## src/rtl/wake_event_pkg.sv

```systemverilog
// constants, field layouts and carriers of the wake-event indirect register bank
// ==========================================================================
package wake_event_pkg;

  // ========================================================================
  // direct register numbers of the management port
  localparam logic [7:0] ADDR_CTRL0 = 8'h6E;
  localparam logic [7:0] ADDR_CTRL1 = 8'h6F;
  localparam logic [7:0] ADDR_DATA = 8'hA0;

  // ========================================================================
  // first control byte fields
  localparam int FN_MSB = 7;
  localparam int FN_LSB = 5;
  localparam logic [2:0] FN_WAKE = 3'h4;
  localparam int OP_READ_BIT = 4;
  localparam logic [3:0] SEL_GLOBAL = 4'h0;
  localparam int PORT_COUNT = 4;
  localparam logic [3:0] SEL_LAST_PORT = 4'h4;

  // ========================================================================
  // indirect byte offsets
  localparam logic [7:0] OFF_WORD_FIRST = 8'h00;
  localparam logic [7:0] OFF_WORD_LAST = 8'h03;
  localparam logic [7:0] OFF_MASK_FIRST = 8'h04;
  localparam logic [7:0] OFF_MASK_LAST = 8'h07;
  localparam int OFF_MASK_BIT = 2;

  // ========================================================================
  // field positions and reset values
  localparam int GLB_EN_BIT = 1;
  localparam int GLB_POL_BIT = 0;
  localparam int EV_MAGIC_BIT = 2;
  localparam int EV_LINK_BIT = 1;
  localparam int EV_ENERGY_BIT = 0;
  localparam logic [1:0] GLB_RESET = 2'h0;
  localparam logic [2:0] EV_RESET = 3'h0;
  localparam logic [7:0] BYTE_RESET = 8'h00;

  // one port's wake events, also the layout of its flag and mask fields
  typedef struct packed {
    logic magic;
    logic link_up;
    logic energy;
  } wake_ev_s;

  // one management port access
  typedef struct packed {
    logic wr;
    logic rd;
    logic [7:0] addr;
    logic [7:0] wdata;
  } reg_req_s;

endpackage

```

## src/rtl/wake_event_indirect_regs.sv

```systemverilog
// wake-event register bank reached through the indirect control and data registers
module wake_event_indirect_regs
  import wake_event_pkg::*;
(
  input wire logic MCLK_I,
  input wire logic RST_I,
  input wire reg_req_s REG_REQ_I,
  input wire wake_ev_s [PORT_COUNT-1:0] WAKE_EV_I,
  output logic [7:0] REG_RDATA_O,
  output logic WAKE_O
);

  // ==========================================================================
  // decoding helpers

  // true when the first control byte selects the wake-event function
  function automatic logic is_wake_fn(input logic [7:0] c0);
    return c0[FN_MSB:FN_LSB] == FN_WAKE;
  endfunction

  // true when the select nibble names one of the ports
  function automatic logic is_port(input logic [3:0] sel);
    return (sel != SEL_GLOBAL) && (sel <= SEL_LAST_PORT);
  endfunction

  // byte of a word at an offset, most significant byte first
  function automatic logic [7:0] byte_of(input logic [31:0] w, input logic [1:0] off);
    logic [7:0] b;
    b = BYTE_RESET;
    case (off)
      2'h0: b = w[31:24];
      2'h1: b = w[23:16];
      2'h2: b = w[15:8];
      2'h3: b = w[7:0];
      default: b = BYTE_RESET;
    endcase
    return b;
  endfunction

  // ==========================================================================
  // state
  logic [7:0] ctrl0_q, ctrl0_d;
  logic [7:0] ctrl1_q, ctrl1_d;
  logic [7:0] data_q, data_d;
  logic [7:0] rdata_q, rdata_d;
  logic [1:0] glb_q, glb_d;
  logic [PORT_COUNT-1:0][2:0] flags_q, flags_d;
  logic [PORT_COUNT-1:0][2:0] mask_q, mask_d;
  logic [PORT_COUNT-1:0][2:0] clr_w;
  logic wake_q, wake_d;
  logic [3:0] sel_w;
  logic [1:0] psel_w;
  logic [31:0] word_w;
  logic [7:0] rbyte_w;
  logic wr_c0, wr_c1, wr_data, trig_rd, do_wr;
  logic hit_w, en_w, pol_w;

  // ==========================================================================
  // access decode and the selected word
  always_comb begin
    sel_w = ctrl0_q[3:0];
    psel_w = 2'(sel_w - 4'h1);
    wr_c0 = REG_REQ_I.wr && (REG_REQ_I.addr == ADDR_CTRL0);
    wr_c1 = REG_REQ_I.wr && (REG_REQ_I.addr == ADDR_CTRL1);
    wr_data = REG_REQ_I.wr && (REG_REQ_I.addr == ADDR_DATA);
    // a second control write in read mode triggers the fetch
    trig_rd = wr_c1 && is_wake_fn(ctrl0_q) && ctrl0_q[OP_READ_BIT];
    // a data write in write mode lands in the selected byte
    do_wr = wr_data && is_wake_fn(ctrl0_q) && !ctrl0_q[OP_READ_BIT];
    // word for the offset being triggered, reserved bits as zero
    word_w = 32'h0;
    if (REG_REQ_I.wdata[7:3] == 5'h0) begin
      if (sel_w == SEL_GLOBAL) begin
        if (REG_REQ_I.wdata <= OFF_WORD_LAST) begin
          word_w = {30'h0, glb_q};
        end
      end else if (is_port(sel_w)) begin
        if (REG_REQ_I.wdata[OFF_MASK_BIT]) begin
          word_w = {29'h0, mask_q[psel_w]};
        end else begin
          word_w = {29'h0, flags_q[psel_w]};
        end
      end
    end
    rbyte_w = byte_of(word_w, REG_REQ_I.wdata[1:0]);
  end

  // ==========================================================================
  // indirect control, data and read-back registers
  always_comb begin
    ctrl0_d = ctrl0_q;
    ctrl1_d = ctrl1_q;
    data_d = data_q;
    rdata_d = rdata_q;
    if (wr_c0) begin
      ctrl0_d = REG_REQ_I.wdata;
    end
    if (wr_c1) begin
      ctrl1_d = REG_REQ_I.wdata;
    end
    if (trig_rd) begin
      data_d = rbyte_w;
    end else if (wr_data) begin
      data_d = REG_REQ_I.wdata;
    end
    if (REG_REQ_I.rd) begin
      case (REG_REQ_I.addr)
        ADDR_CTRL0: rdata_d = ctrl0_q;
        ADDR_CTRL1: rdata_d = ctrl1_q;
        ADDR_DATA: rdata_d = data_q;
        default: rdata_d = BYTE_RESET;
      endcase
    end
  end

  always_ff @(posedge MCLK_I or posedge RST_I) begin
    if (RST_I) begin
      ctrl0_q <= BYTE_RESET;
      ctrl1_q <= BYTE_RESET;
      data_q <= BYTE_RESET;
      rdata_q <= BYTE_RESET;
    end else begin
      ctrl0_q <= ctrl0_d;
      ctrl1_q <= ctrl1_d;
      data_q <= data_d;
      rdata_q <= rdata_d;
    end
  end

  // ==========================================================================
  // global control word, written only through its last byte
  always_comb begin
    glb_d = glb_q;
    if (do_wr && (sel_w == SEL_GLOBAL) && (ctrl1_q == OFF_WORD_LAST)) begin
      glb_d = REG_REQ_I.wdata[1:0];
    end
  end

  always_ff @(posedge MCLK_I or posedge RST_I) begin
    if (RST_I) begin
      glb_q <= GLB_RESET;
    end else begin
      glb_q <= glb_d;
    end
  end

  // ==========================================================================
  // per-port sticky flags and masks
  genvar gp;
  generate
    for (gp = 0; gp < PORT_COUNT; gp++) begin : g_port
      logic port_sel;
      assign port_sel = is_port(sel_w) && (psel_w == 2'(gp));
      always_comb begin
        clr_w[gp] = 3'h0;
        mask_d[gp] = mask_q[gp];
        if (do_wr && port_sel && (ctrl1_q == OFF_WORD_LAST)) begin
          clr_w[gp] = REG_REQ_I.wdata[2:0];
        end
        if (do_wr && port_sel && (ctrl1_q == OFF_MASK_LAST)) begin
          mask_d[gp] = REG_REQ_I.wdata[2:0];
        end
        // a new event wins over a clear in the same cycle
        flags_d[gp] = (flags_q[gp] & ~clr_w[gp]) | WAKE_EV_I[gp];
      end
      always_ff @(posedge MCLK_I or posedge RST_I) begin
        if (RST_I) begin
          flags_q[gp] <= EV_RESET;
          mask_q[gp] <= EV_RESET;
        end else begin
          flags_q[gp] <= flags_d[gp];
          mask_q[gp] <= mask_d[gp];
        end
      end
    end
  endgenerate

  // ==========================================================================
  // wake pin: inactive level is the inverse of the chosen polarity
  always_comb begin
    en_w = glb_q[GLB_EN_BIT];
    pol_w = glb_q[GLB_POL_BIT];
    hit_w = |(flags_q & mask_q);
    wake_d = (en_w && hit_w) ? pol_w : !pol_w;
  end

  always_ff @(posedge MCLK_I or posedge RST_I) begin
    if (RST_I) begin
      wake_q <= 1'b1; // disabled and active-low after reset
    end else begin
      wake_q <= wake_d;
    end
  end

  assign REG_RDATA_O = rdata_q;
  assign WAKE_O = wake_q;

  generate
    for (gp = 0; gp < PORT_COUNT; gp++) begin : g_chk

    end
  endgenerate
endmodule

```

## config.mk

```make
export PLATFORM = sky130hd
export DESIGN_NAME = wake_event_indirect_regs
export DESIGN_NICKNAME = d
export VERILOG_FILES = /design/src/rtl/wake_event_pkg.sv /design/src/rtl/wake_event_indirect_regs.sv
export SDC_FILE = /design/constraint.sdc
export NUM_CORES = 1
export LEC_CHECK = 0
export ABC_CLOCK_PERIOD_IN_PS = 4750
export BUFFER_PORTS_ARGS = -buffer_cell sky130_fd_sc_hd__buf_2
export CAP_MARGIN = 10
export CELL_PAD_IN_SITES_DETAIL_PLACEMENT = 1
export CELL_PAD_IN_SITES_GLOBAL_PLACEMENT = 1
export CORE_ASPECT_RATIO = 0.8
export CORE_MARGIN = 10
export CORE_UTILIZATION = 45
export CTS_BUF_LIST = sky130_fd_sc_hd__clkbuf_2 sky130_fd_sc_hd__clkbuf_4 sky130_fd_sc_hd__clkbuf_8
export DETAILED_ROUTE_END_ITERATION = 16
export PLACE_DENSITY_LB_ADDON = 0.1
export SYNTH_ARGS = -nofsm -noshare
export SYNTH_HDL_FRONTEND = slang
export SYNTH_SLANG_ARGS = --single-unit
```

## constraint.sdc

```tcl
create_clock -name MCLK_I -period 4.75 [get_ports MCLK_I]
set_input_delay 0.95 -clock MCLK_I [delete_from_list [all_inputs] [get_ports MCLK_I]]
set_output_delay 0.95 -clock MCLK_I [all_outputs]
set_load 0.005 [all_outputs]
```

==> metrics.md <==
| Metric | Value |
|---|---|
| Clock Latency Late Sink | around 340 ps |
| Ys Warns | 0 |
| Final hold viol count | 0 |
| Crit path kind | reg2reg |
| Die height | 92.4 um |
| Initial Util | between 40% and 50% |
| Net Sw Power | between 0.2 and 0.25 mW |
| FF+latch count, synth | 59 |
| Yosys cell types | 40 |
| Sw Share | between 20% and 30% |
| Worst Tran Pin Value | 949 ps |
| DR vias | about 2300 |
| Leakage power | 1.51 nW |
| Wire length per cell | 22.8 um |
| Clk_skew | about 7.1 ps |
| Post-synthesis async set-or-reset flop share | between 90% and 100% |
| Hold Buf Count CTS | 0 |
| # port buffers | 40 |
| Core Rows | 26 |
| Flop pwr share | 52.8% |
| Die ar. | 10200 um^2 |
| Worst setup SP type | flip-flop |
| Post-DRT Antenna Nets | 0 |
| Register area | between 1000 and 1500 um^2 |
| Initial DRC count | between 100 and 150 |
| Worst-case clock buffer depth | 2 |
| Initial antenna violation count | 0 |
| Worst-path fanout max | 10 |
| CTS buffer count | 9 |
| Max Cap Viol | 0 |
| Post-CTS setup repair buffer count | 0 |
| Synthesized area | between 2000 and 3000 um^2 |
| Clk root buf | clkbuf_8 |
| Fmax | 336 MHz |
| CTS tree | built |
| Post-synth top area share | 49.2% |
| Int Power | between 0.7 and 0.8 mW |
| Top-count cell post-synth | dfrtp_1 |
| RSZ-0062 raised after global routing | false |
| Clk pin slew, worst setup/hold paths | about 60 ps |
| Final nets | 330 |
| First-pass GRT wire length | 14200 um |
| Layout cells sized above 1 | between 30% and 40% |
| Num ports | slightly above 40 |
| RD Place Congestion | a little over 0.8 |
| H-tree depth | 3 |
| 1st-pass router iterations | 4 |
| Post-route DRC | 0 |
| Headroom to the max-slew limit | 36.5% |
| Post-synth EDFFs | 0 |
| Die X | 111 um |
| Synth top area cells | dfrtp_1 49%, mux2_2 9.5%, mux4_2 4.6% |
| Period utilisation layout | 62.7% |
| Layout overhead on the synthesized area | 15.1% |
| Grt ovf | 0 |
| Tot GR Track Use | 17.5% |
| Core area | 6380 um^2 |
| DRT Wirelength | 8710 um |
| N_diodes | 0 |
| Multi-input logic area | 1390 um^2 |
| Critical-path cell list | inv_1 > ha_1 > xnor2_1 > and3_1 > nor3b_1 > mux2_2 |
| Post-synthesis net count | 288 |
| VDD IR max | 0.161 mV |
| Setup TNS | 0 ps |
| DP Wirelength | 6390 um |
| Final Max Slew Viols | 0 |
| Ys flop type | dfrtp_1 |
| Mapped Avg Cell Area | 11.7 um^2 |
| Cell area power density | between 200 and 300 nW/um^2 |
| Synth area leader | dfrtp_1 |
| WP data required | ~5000 ps |
| Worst Hold Class | reg2reg |
| Mapped Cells | 252 |
| Vias in the first global route | 2455 |
| Tightest hold margin | 473 ps |
| Largest net degree at the start of global routing | 52 |
| Post_cts resized | 0 |
| CP arrival | 3200 ps |
| Clock share of power | roughly 40% |
| Sequential share of the synthesized area | 50.1% |
| Fin crit period | 2980 ps |
| Synth top cells by count | 58 x dfrtp_1, 25 x mux2_2, 18 x nand4_1 |
| Comb power frac | 7.4% |
| Number of vias per cell | 5.99 |
| Final setup fails | 0 |
| Setup crit end kind | flip-flop |
| Clock sink total | 59 |
| Max incr delay on CP | around 670 ps |
| Fillers | 741 |
| CP max stage cell | dfrtp_1 |
| Status | complete, no violations |
## critical path, delay by kind of cell, from the launching register on
kind	cells	cell delay [ps]
xor gates and xnor gates	1	510
muxes	1	400
buffers and inverters	1	180
DFF	1	670
adders and majority gates	1	280
and+or+nand+nor	2	820
## through the flow
| step | power (mW) | setup WS, ps | area (um^2) | instances | utilization (%) |
|---|---|---|---|---|---|
| after global placement | 0.610 | 1660 | 3230 | 367 | 50.6 |
| after CTS | 1.01 | 1790 | 3400 | 382 | 53.3 |
| after floorplan | 0.576 | 2320 | 2950 | 252 | - |
| after detailed placement | 0.612 | 1580 | 3230 | 367 | 50.6 |
| after global routing | 1.04 | 1560 | 3400 | 382 | 53.3 |
| final | 1.00 | 1770 | 3400 | 382 | 53.3 |
## kinds of logic (layout without fill, tap and decap cells)
family	after synthesis	count (layout)	synth area share, %
mux	37	37	16.2
fa+ha+maj	4	4	1.70
flops	59	59	50.1
buf+inv	21	67	2.80
simple gates	73	73	15.4
compound gates	56	56	13.2
xor+xnor	2	2	0.594
## layout by cell type, fill, tap and decap left out, types with 4 or more instances in the layout
| cell type | n |
|---|---|
| a21o_1 | 12 |
| ha_1 | 4 |
| buf_2 | 40 |
| a31oi_1 | 13 |
| mux2i_1 | 6 |
| and3_1 | 4 |
| mux2_2 | 25 |
| o21ai_0 | 12 |
| clkbuf_8 | 10 |
| nor2_1 | 9 |
| mux4_2 | 6 |
| nand3_1 | 8 |
| nor3b_1 | 5 |
| nand2_1 | 4 |
| dfrtp_1 | 58 |
| inv_1 | 7 |
| nor2b_1 | 8 |
| a22oi_1 | 8 |
| nand4_1 | 18 |
## cell type report
cell class / instances / share of cell area [%]
clock inverters: 3 / 0.442
inverters: 9 / 0.994
repair buffers: 43 / 6.56
flip-flops and latches: 59 / 43.5
well taps: 84 / 3.09
multi-input cells: 172 / 40.9
clock buffers: 12 / 4.49
## layer usage
metal / vias to the layer above / share of wire [%] / track usage [%] / wire, um
li1: 1052 / - / - / -
met1: 1170 / 51 / 25.5 / 4450
met2: 61 / 42 / 24.5 / 3690
met3: 7 / 5.5 / 4.32 / 480
met4: 0 / 1.0 / 5.95 / 87
met5: - / 0 / 0 / 0
## final timing paths
check / startpoint / end / slack [ps] / cells past startpoint
min: glb_q[0]$_DFFE_PP0P_ / WAKE_O$_DFF_PP1_ / 470 / 1
max: ctrl0_q[0]$_DFFE_PP0P_ / mask_q[1]$_DFFE_PP0P_ / 1770 / 6
min reg2reg: glb_q[0]$_DFFE_PP0P_ / WAKE_O$_DFF_PP1_ / 470 / 1
max reg2reg: ctrl0_q[0]$_DFFE_PP0P_ / mask_q[1]$_DFFE_PP0P_ / 1770 / 6
min in group asynchronous: RST_I / data_q[7]$_DFFE_PP0P_ / 510 / 2
max in group asynchronous: RST_I / glb_q[0]$_DFFE_PP0P_ / 3340 / 3
## power by group through the flow
| stage | registers (mW) | clock network [mW] | logic (mW) |
|---|---|---|---|
| after global routing | 0.530 | 0.432 | 0.0823 |
| after floorplan | 0.530 | 0 | 0.0455 |
| final | 0.529 | 0.399 | 0.0740 |
| after global placement | 0.537 | 0 | 0.0727 |
| after CTS | 0.528 | 0.411 | 0.0745 |
| after detailed placement | 0.538 | 0 | 0.0740 |
## registers in the layout (all words and copies together), names as in the netlist
signal,flops
flags_q,12
glb_q,2
ctrl0_q,8
mask_q,12
REG_RDATA_O,8
WAKE_O,1
ctrl1_q,8
data_q,8
(Power assumes the default switching activity.)
